`src/hdl/bpe_pkg.sv`:
```
// Package for the bridge parity and system-error reporting block
package bpe_pkg;
  // APB register byte offsets
  localparam logic [7:0] BPE_CTRL_OFS = 8'h00;
  localparam logic [7:0] BPE_STAT_OFS = 8'h04;
  localparam logic [7:0] BPE_REASON_OFS = 8'h08;
  localparam logic [7:0] BPE_DISABLE_OFS = 8'h0C;
  localparam logic [7:0] BPE_LIMIT_OFS = 8'h10;

  // Control register bit positions
  localparam int BPE_CTL_PRI_PER = 0;
  localparam int BPE_CTL_SEC_PER = 1;
  localparam int BPE_CTL_SERR_EN = 2;
  localparam int BPE_CTL_SERR_FWD = 3;
  localparam int BPE_CTL_MTO_SERR = 4;
  localparam int BPE_CTL_W = 5;

  // Status register bit positions (write one to clear)
  localparam int BPE_STA_SIG_SERR = 0;
  localparam int BPE_STA_RCV_SERR = 1;

  // Event numbering, shared by reason and disable registers
  localparam int BPE_EV_PAR = 0;
  localparam int BPE_EV_TABORT = 1;
  localparam int BPE_EV_MABORT = 2;
  localparam int BPE_EV_PW_DISC = 3;
  localparam int BPE_EV_DW_DISC = 4;
  localparam int BPE_EV_DR_FAIL = 5;
  localparam int BPE_EV_MTO = 6;
  localparam int BPE_EV_FWD = 7;
  localparam int BPE_EV_N = 8;

  localparam logic [BPE_CTL_W-1:0] BPE_CTRL_RST = 5'h00;
  localparam logic [BPE_EV_N-1:0] BPE_DISABLE_RST = 8'h00;

  // Retry limit: 2^24 target retries by default
  localparam int BPE_RETRY_W = 25;
  localparam logic [BPE_RETRY_W-1:0] BPE_RETRY_LIMIT_RST = 25'h1000000;
  localparam int BPE_QUEUES = 3;

  typedef enum logic [1:0] {
    BPE_TT_READ,
    BPE_TT_POSTED,
    BPE_TT_DELAYED
  } bpe_ttype_e;

  // Data-phase observation from the bus engines
  typedef struct packed {
    logic valid;
    bpe_ttype_e ttype;
    logic upstream;
    logic sec_bus;
    logic as_target;
    logic err_seen;
    logic completion;
  } bpe_phase_s;

  // Per-queue retry observation; queue 0 posted, 1 delayed write, 2 delayed read
  typedef struct packed {
    logic retry;
    logic done;
  } bpe_retry_s;
endpackage : bpe_pkg

```
`src/hdl/bpe_top.sv`:
```
// Parity and system-error reporting logic of a two-port PCI bridge
//
// What this block does
// - Secondary parity error driven only as secondary write target or read initiator.
// - Secondary parity error needs the secondary parity-response bit.
// - Upstream delayed write completion with primary parity error drives secondary one.
// - Secondary data parity errors on listed transfers drive it; otherwise idle.
// - Parity system error only for posted writes seeing far-side parity error.
// - No parity system error when bridge itself detected it as target.
// - Parity system error needs both parity-response bits set.
// - Primary system error never driven without the system-error enable.
// - Every primary system error sets the signaled-system-error status bit.
// - Secondary system error forwarded when forward enable is set.
// - Secondary system error seen sets received-system-error status bit.
// - Target abort and master abort on posted write are separate causes.
// - Posted write discarded after retry limit raises system error.
// - Delayed write discarded after retry limit raises system error.
// - Delayed read failing after retry limit raises system error.
// - Master timeout on delayed transaction raises system error.
// - Master timeout gated by its own control enable, not the mask.
// - Reason register records the cause of each system error.
// - Per-event disable bits suppress system error for that event, except the timeout and forwarding bits, which have no effect.
//
// The APB interface to the registers and the address map were left to the implementer.
`timescale 1ns/1ps
module bpe_top
  import bpe_pkg::*;
(
  input wire logic CLOCK,
  input wire logic ARST_N,
  input wire logic PSEL,
  input wire logic PENABLE,
  input wire logic PWRITE,
  input wire logic [7:0] PADDR,
  input wire logic [31:0] PWDATA,
  output logic [31:0] PRDATA,
  output logic PREADY,
  output logic PSLVERR,
  input wire bpe_phase_s PHASE,
  input wire logic PRI_PARITY_ERR_IN_N,
  input wire logic SEC_SYSTEM_ERR_IN_N,
  input wire logic TABORT_PW,
  input wire logic MABORT_PW,
  input wire logic MTO_DELAYED,
  input wire bpe_retry_s [BPE_QUEUES-1:0] RETRY,
  output logic [BPE_QUEUES-1:0] DISCARD,
  output logic SEC_PARITY_ERR_N,
  output logic SEC_PARITY_ERR_OE,
  output logic PRI_SYSTEM_ERR_N,
  output logic PRI_SYSTEM_ERR_OE
);

  logic rst_s1_q;
  logic rst_n;
  logic ppe_s1_q;
  logic ppe_q;
  logic sse_s1_q;
  logic sse_q;
  logic sse_prev_q;
  logic [BPE_CTL_W-1:0] ctrl_q;
  logic [BPE_EV_N-1:0] disable_q;
  logic [BPE_EV_N-1:0] reason_q;
  logic sig_serr_q;
  logic rcv_serr_q;
  logic [BPE_RETRY_W-1:0] limit_q;
  logic [BPE_RETRY_W-1:0] retry_cnt_q [BPE_QUEUES];
  logic [BPE_QUEUES-1:0] limit_hit;
  logic [BPE_EV_N-1:0] ev_raw;
  logic [BPE_EV_N-1:0] ev_pass;
  logic serr_fire;
  logic sec_perr_d;
  logic wr_en;
  logic rd_en;
  logic [31:0] rdata_d;

  // Reset release through two flops
  always_ff @(posedge CLOCK or negedge ARST_N) begin
    if (!ARST_N) begin
      rst_s1_q <= 1'b0;
      rst_n <= 1'b0;
    end else begin
      rst_s1_q <= 1'b1;
      rst_n <= rst_s1_q;
    end
  end

  // Pin synchronisers, active-low pins idle high
  always_ff @(posedge CLOCK or negedge rst_n) begin
    if (!rst_n) begin
      ppe_s1_q <= 1'b1;
      ppe_q <= 1'b1;
      sse_s1_q <= 1'b1;
      sse_q <= 1'b1;
      sse_prev_q <= 1'b1;
    end else begin
      ppe_s1_q <= PRI_PARITY_ERR_IN_N;
      ppe_q <= ppe_s1_q;
      sse_s1_q <= SEC_SYSTEM_ERR_IN_N;
      sse_q <= sse_s1_q;
      sse_prev_q <= sse_q;
    end
  end

  function automatic logic addr_is(input logic [7:0] a, input logic [7:0] ofs);
    return a == ofs;
  endfunction : addr_is

  assign wr_en = PSEL && PENABLE && PWRITE;
  assign rd_en = PSEL && !PENABLE && !PWRITE;

  // Secondary parity error decision
  always_comb begin
    sec_perr_d = 1'b0;
    if (PHASE.valid && ctrl_q[BPE_CTL_SEC_PER]) begin
      // Only as secondary write target or secondary read initiator
      if (PHASE.sec_bus && PHASE.err_seen) begin
        unique case (PHASE.ttype)
          BPE_TT_READ: sec_perr_d = !PHASE.upstream && !PHASE.as_target;
          BPE_TT_POSTED: sec_perr_d = PHASE.upstream && PHASE.as_target;
          BPE_TT_DELAYED: sec_perr_d = PHASE.upstream && PHASE.as_target;
        endcase
      end
      // Completion of upstream delayed write on the primary side
      if (PHASE.ttype == BPE_TT_DELAYED && PHASE.upstream && PHASE.completion
          && !ppe_q && ctrl_q[BPE_CTL_PRI_PER]) begin
        sec_perr_d = 1'b1;
      end
    end
  end

  always_ff @(posedge CLOCK or negedge rst_n) begin
    if (!rst_n) begin
      SEC_PARITY_ERR_N <= 1'b1;
      SEC_PARITY_ERR_OE <= 1'b0;
    end else begin
      SEC_PARITY_ERR_N <= !sec_perr_d;
      SEC_PARITY_ERR_OE <= sec_perr_d;
    end
  end

  // Retry counters per queue
  generate
    for (genvar g = 0; g < BPE_QUEUES; g++) begin : g_retry
      assign limit_hit[g] = RETRY[g].retry && (retry_cnt_q[g] + 25'h0000001 >= limit_q);
      always_ff @(posedge CLOCK or negedge rst_n) begin
        if (!rst_n) begin
          retry_cnt_q[g] <= '0;
          DISCARD[g] <= 1'b0;
        end else begin
          DISCARD[g] <= limit_hit[g];
          if (RETRY[g].done || limit_hit[g]) begin
            retry_cnt_q[g] <= '0;
          end else if (RETRY[g].retry) begin
            retry_cnt_q[g] <= retry_cnt_q[g] + 25'h0000001;
          end
        end
      end
    end
  endgenerate

  // Event sources
  always_comb begin
    ev_raw = '0;
    // Far-side parity report on posted write, not self-detected as target
    ev_raw[BPE_EV_PAR] = PHASE.valid && PHASE.ttype == BPE_TT_POSTED && !PHASE.as_target
                         && (PHASE.upstream ? !ppe_q : (PHASE.sec_bus && PHASE.err_seen))
                         && ctrl_q[BPE_CTL_PRI_PER] && ctrl_q[BPE_CTL_SEC_PER];
    ev_raw[BPE_EV_TABORT] = TABORT_PW;
    ev_raw[BPE_EV_MABORT] = MABORT_PW;
    ev_raw[BPE_EV_PW_DISC] = limit_hit[0];
    ev_raw[BPE_EV_DW_DISC] = limit_hit[1];
    ev_raw[BPE_EV_DR_FAIL] = limit_hit[2];
    ev_raw[BPE_EV_MTO] = MTO_DELAYED && ctrl_q[BPE_CTL_MTO_SERR];
    ev_raw[BPE_EV_FWD] = !sse_q && ctrl_q[BPE_CTL_SERR_FWD];
    // Timeout and forwarding are not maskable here
    ev_pass = ev_raw & ~(disable_q & 8'h3F);
    serr_fire = |ev_pass && ctrl_q[BPE_CTL_SERR_EN];
  end

  always_ff @(posedge CLOCK or negedge rst_n) begin
    if (!rst_n) begin
      PRI_SYSTEM_ERR_N <= 1'b1;
      PRI_SYSTEM_ERR_OE <= 1'b0;
    end else begin
      PRI_SYSTEM_ERR_N <= !serr_fire;
      PRI_SYSTEM_ERR_OE <= serr_fire;
    end
  end

  // Status and reason; a new event beats a same-cycle clear
  always_ff @(posedge CLOCK or negedge rst_n) begin
    if (!rst_n) begin
      sig_serr_q <= 1'b0;
      rcv_serr_q <= 1'b0;
      reason_q <= '0;
    end else begin
      if (wr_en && addr_is(PADDR, BPE_STAT_OFS)) begin
        if (PWDATA[BPE_STA_SIG_SERR]) sig_serr_q <= 1'b0;
        if (PWDATA[BPE_STA_RCV_SERR]) rcv_serr_q <= 1'b0;
      end
      if (wr_en && addr_is(PADDR, BPE_REASON_OFS)) begin
        reason_q <= reason_q & ~PWDATA[BPE_EV_N-1:0];
      end
      if (serr_fire) begin
        sig_serr_q <= 1'b1;
        if (wr_en && addr_is(PADDR, BPE_REASON_OFS)) begin
          reason_q <= (reason_q & ~PWDATA[BPE_EV_N-1:0]) | ev_pass;
        end else begin
          reason_q <= reason_q | ev_pass;
        end
      end
      if (!sse_q && sse_prev_q) begin
        rcv_serr_q <= 1'b1;
      end
    end
  end

  // Control registers
  always_ff @(posedge CLOCK or negedge rst_n) begin
    if (!rst_n) begin
      ctrl_q <= BPE_CTRL_RST;
      disable_q <= BPE_DISABLE_RST;
      limit_q <= BPE_RETRY_LIMIT_RST;
    end else if (wr_en) begin
      if (addr_is(PADDR, BPE_CTRL_OFS)) ctrl_q <= PWDATA[BPE_CTL_W-1:0];
      if (addr_is(PADDR, BPE_DISABLE_OFS)) disable_q <= PWDATA[BPE_EV_N-1:0];
      if (addr_is(PADDR, BPE_LIMIT_OFS)) begin
        limit_q <= (PWDATA[BPE_RETRY_W-1:0] == '0) ? 25'h0000001 : PWDATA[BPE_RETRY_W-1:0];
      end
    end
  end

  // Read mux, registered in setup so access completes in one cycle
  always_comb begin
    rdata_d = 32'h00000000;
    if (addr_is(PADDR, BPE_CTRL_OFS)) rdata_d[BPE_CTL_W-1:0] = ctrl_q;
    if (addr_is(PADDR, BPE_STAT_OFS)) rdata_d[1:0] = {rcv_serr_q, sig_serr_q};
    if (addr_is(PADDR, BPE_REASON_OFS)) rdata_d[BPE_EV_N-1:0] = reason_q;
    if (addr_is(PADDR, BPE_DISABLE_OFS)) rdata_d[BPE_EV_N-1:0] = disable_q;
    if (addr_is(PADDR, BPE_LIMIT_OFS)) rdata_d[BPE_RETRY_W-1:0] = limit_q;
  end

  always_ff @(posedge CLOCK or negedge rst_n) begin
    if (!rst_n) begin
      PRDATA <= 32'h00000000;
      PREADY <= 1'b0;
      PSLVERR <= 1'b0;
    end else begin
      if (rd_en) PRDATA <= rdata_d;
      PREADY <= PSEL && !PENABLE;
      PSLVERR <= PSEL && !PENABLE && !(addr_is(PADDR, BPE_CTRL_OFS)
                 || addr_is(PADDR, BPE_STAT_OFS) || addr_is(PADDR, BPE_REASON_OFS)
                 || addr_is(PADDR, BPE_DISABLE_OFS) || addr_is(PADDR, BPE_LIMIT_OFS));
    end
  end
endmodule : bpe_top

```
`config.mk`:
```
export PLATFORM = sky130hd
export DESIGN_NAME = bpe_top
export DESIGN_NICKNAME = d
export VERILOG_FILES = /design/src/hdl/bpe_pkg.sv /design/src/hdl/bpe_top.sv
export SDC_FILE = /design/constraint.sdc
export NUM_CORES = 1
export LEC_CHECK = 0
export BUFFER_PORTS_ARGS = -buffer_cell sky130_fd_sc_hd__clkbuf_2
export CAP_MARGIN = 10
export CORE_UTILIZATION = 45
export CTS_CLUSTER_DIAMETER = 100
export DETAILED_ROUTE_END_ITERATION = 8
export GPL_TIMING_DRIVEN = 0
export PLACE_DENSITY = 0.65
export SYNTH_ARGS = -nofsm -noshare
export SYNTH_HDL_FRONTEND = slang
export SYNTH_SLANG_ARGS = --single-unit
export TNS_END_PERCENT = 100
```
`constraint.sdc`:
```
create_clock -name CLOCK -period 5.7 [get_ports CLOCK]
set_input_delay 0.855 -clock CLOCK [delete_from_list [all_inputs] [get_ports CLOCK]]
set_output_delay 0.855 -clock CLOCK [all_outputs]
set_load 0.005 [all_outputs]
```
==> impl_metrics.toml, run 1 <==
[timing]
period_needed_ns = 4.92
max_freq_mhz = 203
hold_violations = 0
fin_skew_ns = 0.0125
holdWs_ns = 0.201
relSlewSlack = 0.480
tns_ns = 0
rsz0062_at_grt = "no"
post-route-period-util = 0.864
fin_ws_ns = 0.776
setup_viol = 0
final_max_slew_viol_count = 0
tightest_slew_ns = 0.778

[pwr]
p_per_area_mw_per_mm2 = 233
total_power_mw = 2.64
power_frac_seq = 0.461
pwr-share-comb = 0.068
ir_drop_v = 0.000170
switchingPower_uw = 659
p_leak_nw = 5.79
sw_frac_of_total = 0.250
p_int_mw = 1.98
clkPwrFrac = 0.471

[setup_path]
path_cells = "ha_1 > nand2_1 > nor4_2 > nand3_1 > nor2b_2 > and3_1 > xor2_1 > ha_1 > nand4_1 > nor2_1 > a221oi_1 > nand2_1 > nor4b_2 > buf_2 > buf_2 > a21oi_1 > a31oi_1"
r2r-start = "retry_cnt_q[25]"
path_delay_family = "simple AND/OR/NAND/NOR gates"
max_stage_delay_ns = 0.54
path_class = "reg2reg"
crit_slowest_cell = "nor4b_2"
cp.arrival_ns = 5.27
crit_path_start_kind = "register"
timing.critical_path.buf_inv = 2
cp_data_required_time_ns = 6.04
end_kind = "register"
startpoint = "retry_cnt_q[25]"
path_max_fanout = 10

[synthesis]
synthDistinctLibCells = 82
synth_xor_area_frac = 0.0606
ys_ff_latch = 164
yosysSeqAreaShare = 0.418
yosysTopAreaCellShare = 0.397
synth_fa_ha_area_frac = 0.102
synth_top_family_by_area = "simple AND/OR/NAND/NOR gates"
synth.most_common_cell = "dfrtp_1"
syn_area_mm2 = 0.00984
synth_compound_area_frac = 0.154
synthFlopType = "dfrtp_1"
yosys-mux-area-fraction = 0.0215
synth_area_leaders = "dfrtp_1, ha_1, nand2_1"
ys_top_cells_by_count = "dfrtp_1, nand2_1, ha_1"
syn_area_per_cell_um2 = 9.71
synth-edff-count = 0
synthArstFlopShare = 1.00
synth_top_area_cell = "dfrtp_1"
yosys_warnings = 0
netlist_instances = 1013
synth-simple-area-share = 0.202

[floorplanning]
start_util = 0.464
num_rows = 53
die_h_um = 150
io_pins = 105
dieArea_mm2 = 0.0225
die_x_um = 150
core_mm2 = 0.0212

[clock_network]
clockBufferDepth = 2
cts.sinks = 164
path_clk_slew_ns = 0.07
cts_tree = "done"
cts_hold_buf = 0
cts-root-buf = "clkbuf_16"
cts_setup_buffers = 0
cts_made_buffers = 17
clkLatencyLatePin_ns = 0.43
cts-resized-gates = 0
htree_levels = 4

[grt]
grt_overflow = 0
antenna_found_initial = 0
grt_pass1_vias = 7845
grt-busiest-layer = "met2"
grtUsageTotal = 0.245
use_met1 = 0.336
grt_max_degree = 63
gr-usage-met3 = 0.0424
grt_pass1_wl_um = 42000
use_met2 = 0.403

[job]
maxCapViolations = 0

[placed_design]
place_inst = 1384
placed_cell_area_mm2 = 0.0107
port_buffers = 88
dp_hpwl_um = 19300
gp_congestion = 0.888
preCtsSetupSlack_ns = 0.859

[finish]
drive_gt1_frac = 0.165
fin_util = 0.534
stdcell_area_mm2 = 0.0113
layoutNonFillerInstCount = 1416
nFillCells = 1907
nets = 1272
areaGrowthSynthToFinish_pct = 15.2
n_antenna_cell = 0

[drt]
wirelength_um = 26300
drt_iter0_drc = 623
avgViaCountPerCell = 5.75
routedWlPerCell_um = 18.6
drc = 0
vias = 8148
ant_nets = 0
first_pass_iters = 5

[run_status]
outcome = "completed"

[min_path]
hold_path_class = "in2async"
==> placed cells by master, fill, tap and decap left out, types with 8 or more instances in the layout <==
cell	synthesis	final
xor2_1	30	30
a31oi_1	11	11
dfstp_2	8	8
o21ai_1	28	28
a21oi_1	48	48
mux2_2	13	13
nor2_1	39	39
conb_1	2	8
clkbuf_1	30	31
nand4_1	26	26
buf_2	13	13
and4_1	8	8
nand2b_1	13	13
o21ai_0	23	23
nor2b_1	9	9
clkbuf_16	0	17
a22o_1	16	16
a21o_1	12	12
a32o_1	37	37
clkbuf_2	0	88
inv_1	38	38
and3_1	23	23
dfrtp_1	156	155
xnor2_1	38	38
and2_1	9	9
ha_1	80	80
nor4_1	8	8
nand2_1	135	135
nand3_1	55	55
==> kinds of logic (layout without fill, tap and decap cells) <==
| kind of cell | after synthesis | in the layout |
|---|---|---|
| AO/OA/AOI/OAI | 215 | 215 |
| other | 2 | 8 |
| XOR/XNOR | 68 | 68 |
| flip-flops | 164 | 164 |
| adder cells (fa/ha/maj) | 80 | 80 |
| buffers and inverters | 92 | 214 |
| AND/OR/NAND/NOR | 373 | 373 |
| multiplexers | 19 | 19 |
==> state kept, by name, summed over array words and instances, names as in the netlist, 3 cells and up <==
signal       cells
retry_cnt_q     75
PRDATA          25
limit_q         25
disable_q        8
reason_q         8
ctrl_q           5
DISCARD          3
==> cell type report <==
class / instances / area (µm²) / share of cell area
clock buffer: 20 / 457 / 0.0403
multi-input combinational: 763 / 5340 / 0.471
clock inverter: 12 / 168 / 0.0148
tap: 275 / 344 / 0.0304
inverter: 39 / 146 / 0.0129
timing repair buffer: 90 / 495 / 0.0437
sequential: 164 / 4120 / 0.364
buffer: 53 / 260 / 0.0230
==> metal layers <==
metal	part of all wire	vias to the layer above
li1	-	3917
met1	0.47	3980
met2	0.47	227
met3	0.049	24
met4	0.012	0
met5	0	-
==> power by group through the flow <==
stage,Clock (mW),Sequential [mW],Combinational (mW)
final,1.24,1.22,0.180
after global routing,1.31,1.22,0.201
after CTS,1.26,1.22,0.181
after detailed placement,0,1.24,0.180
after global placement,0,1.25,0.157
after floorplan,0,1.24,0.0898
==> final timing paths <==
kind / end / slack, ns / depth (start not counted)
max: retry_cnt_q[27] / 0.78 / 17
min: rst_n / 0.20 / 1
max reg2reg: retry_cnt_q[27] / 0.78 / 17
min reg2reg: rst_n / 0.35 / 0
max in group asynchronous: limit_q[24] / 4.25 / 2
min in group CLOCK: rst_n / 0.35 / 0
Note: power is estimated with default switching activity, not from simulation.
==> run 2, diff against run 1 <==
--- a/config.mk
+++ b/config.mk
@@ -8,6 +8,7 @@
 export BUFFER_PORTS_ARGS = -buffer_cell sky130_fd_sc_hd__clkbuf_2
 export CAP_MARGIN = 10
 export CORE_UTILIZATION = 45
+export CTS_BUF_LIST = sky130_fd_sc_hd__clkbuf_2 sky130_fd_sc_hd__clkbuf_4 sky130_fd_sc_hd__clkbuf_8
 export CTS_CLUSTER_DIAMETER = 100
 export DETAILED_ROUTE_END_ITERATION = 8
 export GPL_TIMING_DRIVEN = 0
==> run 2 against run 1 <==
Setup slack lost 0.024 ns. First-iteration DRC count grew 4.8%. Clock skew up 0.0051 ns. Clock power shrank 24%. Combinational power hardly changed. Core utilization is 0.88 points lower.
==> impl_metrics.toml, run 2 (synthesized netlist as in run 1, its figures left out) <==
[run_status]
outcome = "completed"

[grt]
grt_max_degree = 63
grt_overflow = 0
grt_pass1_vias = 7819
antenna_found_initial = 0
grt_pass1_wl_um = 41700
grtUsageTotal = 0.244

[placed_design]
gp_congestion = 0.888
preCtsSetupSlack_ns = 0.859
dp_hpwl_um = 19300
place_inst = 1384
port_buffers = 88

[timing]
max_freq_mhz = 202
setup_viol = 0
hold_violations = 0
relSlewSlack = 0.481
final_max_slew_viol_count = 0
period_needed_ns = 4.95
rsz0062_at_grt = "no"
tightest_slew_ns = 0.776
post-route-period-util = 0.868
fin_ws_ns = 0.752
fin_skew_ns = 0.0176

[setup_path]
path_cells = "ha_1 > nand2_1 > nor4_2 > nand3_1 > nor2b_2 > and3_1 > xor2_1 > ha_1 > nand4_1 > nor2_1 > a221oi_1 > nand2_1 > nor4b_2 > buf_2 > buf_2 > nand2_1 > a31oi_1"
timing.critical_path.buf_inv = 2
crit_path_start_kind = "register"
crit_slowest_cell = "nor4b_2"
cp.arrival_ns = 5.33
end_kind = "register"
cp_data_required_time_ns = 6.08
path_delay_family = "simple AND/OR/NAND/NOR gates"
path_max_fanout = 10
crit_top_cell = "nand2_1"
path_class = "reg2reg"
max_stage_delay_ns = 0.55

[pwr]
pwr-share-comb = 0.077
p_per_area_mw_per_mm2 = 210
clkPwrFrac = 0.404
ir_drop_v = 0.000122
switchingPower_uw = 615
sw_frac_of_total = 0.263
p_leak_nw = 5.71
p_int_mw = 1.73
power_frac_seq = 0.519

[clock_network]
clkLatencyLatePin_ns = 0.47
htree_levels = 4
clockBufferDepth = 2
cts_setup_buffers = 0
cts_made_buffers = 17
cts_tree = "done"
cts_hold_buf = 0
cts-root-buf = "clkbuf_8"
cts-resized-gates = 0
cts.sinks = 164
path_clk_slew_ns = 0.09

[floorplanning]
die_x_um = 150
dieArea_mm2 = 0.0225
core_mm2 = 0.0212
start_util = 0.464
io_pins = 105
num_rows = 53
die_h_um = 150

[finish]
drive_gt1_frac = 0.166
n_antenna_cell = 0
top_register = "retry_cnt_q"
nets = 1272
top_regs = "retry_cnt_q (75), PRDATA (25), limit_q (25)"
largest_reg_flops = 75
layout.cells.most_common = "dfrtp_1"
layoutNonFillerInstCount = 1416
mostFrequentLayoutCells = "dfrtp_1, nand2_1, clkbuf_2"
areaGrowthSynthToFinish_pct = 13.2

[drt]
routedWlPerCell_um = 18.5
wirelength_um = 26100
avgViaCountPerCell = 5.74
drt_iter0_drc = 653
drc = 0
vias = 8129
first_pass_iters = 5
ant_nets = 0

[job]
maxCapViolations = 0

[min_path]
hold_path_class = "in2async"
==> run 2: cell count changes in the layout (fill, tap and decap cells not counted) <==
| cell | delta |
|---|---|
| clkbuf_16 | -17 |
| clkbuf_8 | +17 |
| clkbuf_1 | -1 |
| clkbuf_4 | +1 |
==> run 2: final timing paths <==
kind,start,endpoint,slack (ns),cells after the start
worst max register to register,retry_cnt_q[25],retry_cnt_q[31],0.75,17
worst min-delay path,ARST_N,rst_n,0.17,1
max in group asynchronous,rst_n,limit_q[24],4.23,2
worst max-delay path,retry_cnt_q[25],retry_cnt_q[31],0.75,17
worst min register to register,rst_s1_q,rst_n,0.35,0
min in group CLOCK,rst_s1_q,rst_n,0.35,0
==> run 2: layout make-up <==
cell class / count / area, µm²
Fill cell: 1930 / 10100
Multi-Input combinational cell: 763 / 5340
Sequential cell: 164 / 4120
Timing Repair Buffer: 90 / 495
Tap cell: 275 / 344
Clock buffer: 20 / 269
Buffer: 53 / 260
Clock inverter: 12 / 168
Inverter: 39 / 146
==> run 2: metal layers <==
metal	up-vias	routed length, µm	GRT usage
met1	3961	12200	0.332
li1	3917	-	-
met3	28	1400	0.0463
met4	0	375	0.0641
met5	-	0	0
met2	223	12200	0.397
==> run 2: per-stage QoR <==
stage	area (µm²)	power (mW)	hold slack, ns	util	setup TNS [ns]
after CTS	11100	2.36	0.133	0.525	0
after global routing	11100	2.44	0.132	0.525	0
after detailed placement	10700	1.42	0.336	0.504	0
final	11100	2.34	0.165	0.525	0
after floorplan	9860	1.33	0.331	-	0
after global placement	10600	1.41	0.335	0.502	-198.02
==> run 2: power by group through the flow <==
stage | clock network [mW] | registers (mW) | logic, mW
floorplan | 0 | 1.24 | 0.0898
global placement | 0 | 1.25 | 0.157
detailed placement | 0 | 1.24 | 0.180
CTS | 0.968 | 1.22 | 0.181
global route | 1.02 | 1.22 | 0.201
finish | 0.946 | 1.22 | 0.180
==> run 3, diff against run 2 <==
--- a/config.mk
+++ b/config.mk
@@ -7,6 +7,7 @@
 export LEC_CHECK = 0
 export BUFFER_PORTS_ARGS = -buffer_cell sky130_fd_sc_hd__clkbuf_2
 export CAP_MARGIN = 10
+export CORE_ASPECT_RATIO = 1.5
 export CORE_UTILIZATION = 45
 export CTS_BUF_LIST = sky130_fd_sc_hd__clkbuf_2 sky130_fd_sc_hd__clkbuf_4 sky130_fd_sc_hd__clkbuf_8
 export CTS_CLUSTER_DIAMETER = 100
==> run 3 against run 2 <==
Register-to-register slack better by 0.10 ns. Clock skew down 0.00056 ns. Critical endpoint unchanged. Combinational power about the same.
==> impl_metrics.toml, run 3 (synthesized netlist as in run 1, its figures left out) <==
[run_status]
outcome = "completed"

[finish]
mostFrequentLayoutCells = "dfrtp_1, nand2_1, clkbuf_2"
nets = 1272
top_regs = "retry_cnt_q (75), PRDATA (25), limit_q (25)"
areaGrowthSynthToFinish_pct = 12.9
layout.cells.most_common = "dfrtp_1"
top_register = "retry_cnt_q"
layoutNonFillerInstCount = 1409
drive_gt1_frac = 0.166
n_antenna_cell = 0
largest_reg_flops = 75

[grt]
grt_overflow = 0
grt_pass1_vias = 8247
grtUsageTotal = 0.261
antenna_found_initial = 0
grt_max_degree = 63
grt_pass1_wl_um = 43700

[pwr]
p_per_area_mw_per_mm2 = 207
p_leak_nw = 5.69
sw_frac_of_total = 0.276
clkPwrFrac = 0.393
p_int_mw = 1.67
total_power_mw = 2.30
power_frac_seq = 0.528
pwr-share-comb = 0.080
switchingPower_uw = 635
ir_drop_v = 0.000148

[drt]
avgViaCountPerCell = 5.81
vias = 8191
drt_iter0_drc = 467
drc = 0
routedWlPerCell_um = 19.5
wirelength_um = 27500
first_pass_iters = 5
ant_nets = 0

[clock_network]
path_clk_slew_ns = 0.09
cts_hold_buf = 0
cts_made_buffers = 17
htree_levels = 4
cts-root-buf = "clkbuf_8"
cts.sinks = 164
clockBufferDepth = 2
cts-resized-gates = 0
cts_setup_buffers = 0
clkLatencyLatePin_ns = 0.49
cts_tree = "done"

[floorplanning]
start_util = 0.463
core_mm2 = 0.0212
die_x_um = 123
die_h_um = 183
num_rows = 65
io_pins = 105
dieArea_mm2 = 0.0225

[timing]
rsz0062_at_grt = "no"
hold_violations = 0
max_freq_mhz = 206
fin_skew_ns = 0.0170
setup_viol = 0
relSlewSlack = 0.513
final_max_slew_viol_count = 0
tns_ns = 0
tightest_slew_ns = 0.725
holdWs_ns = 0.145
period_needed_ns = 4.85
fin_ws_ns = 0.853
post-route-period-util = 0.850

[placed_design]
preCtsSetupSlack_ns = 0.883
gp_congestion = 0.897
place_inst = 1377
dp_hpwl_um = 20800
port_buffers = 88

[setup_path]
crit_path_start_kind = "register"
startpoint = "retry_cnt_q[25]"
path_class = "reg2reg"
r2r-start = "retry_cnt_q[25]"
end_kind = "register"
path_max_fanout = 10
cp.arrival_ns = 5.25
cp_data_required_time_ns = 6.10

[job]
maxCapViolations = 0

[min_path]
hold_path_class = "in2async"
## run 3: cell count changes in the layout (fill, tap and decap cells not counted)
cell | previous run | this run
clkinv_4 | 1 | 2
inv_6 | 3 | 5
bufinv_16 | 3 | 2
clkbuf_4 | 1 | 0
clkbuf_8 | 19 | 18
## run 3: metal layers
metal	up-vias	wire length, µm	global-route usage
met3	71	956	0.0404
li1	3918	-	-
met5	-	0	0
met1	4004	10700	0.289
met4	0	1370	0.151
met2	198	14400	0.465
## run 3: worst paths after layout
path | endpoint | slack, ns | depth (start not counted)
max | retry_cnt_q[31] | 0.85 | 17
min | rst_n | 0.15 | 1
max reg2reg | retry_cnt_q[31] | 0.85 | 17
min reg2reg | retry_cnt_q[10] | 0.36 | 0
max in group asynchronous | limit_q[24] | 4.23 | 2
min in group CLOCK | rst_n | 0.36 | 0
## run 3: power groups by stage
stage               Combinational, mW  Sequential, mW  Clock, mW
global route                    0.205            1.22      0.974
detailed placement              0.185            1.24          0
global placement                0.160            1.25          0
finish                          0.183            1.21      0.905
CTS                             0.186            1.22      0.927
floorplan                      0.0898            1.24          0
## run 3: stage by stage
step / util / area, µm²
finish: 0.523 / 11100
CTS: 0.523 / 11100
global placement: 0.501 / 10600
floorplan: - / 9860
detailed placement: 0.504 / 10700
global route: 0.523 / 11100
## run 3: worst max-delay path: stages (launching register included)
cell and delay (ns):
dfrtp_1 0.44, ha_1 0.32, nand2_1 0.12, nor4_2 0.54
nand3_1 0.27, nor2b_2 0.31, and3_1 0.26, xor2_1 0.16
ha_1 0.26, nand4_1 0.15, nor2_1 0.07, a221oi_1 0.27
nand2_1 0.14, nor4b_2 0.59, buf_2 0.34, buf_2 0.28
nand2_1 0.08, a31oi_1 0.17
## run 3: final cells by class
class | count | area [µm²]
Clock buffer | 18 | 248
Timing Repair Buffer | 90 | 495
Multi-Input combinational cell | 763 | 5340
Buffer | 53 | 260
Sequential cell | 164 | 4120
Fill cell | 1995 | 10100
Tap cell | 268 | 335
Inverter | 39 | 146
Clock inverter | 14 | 164
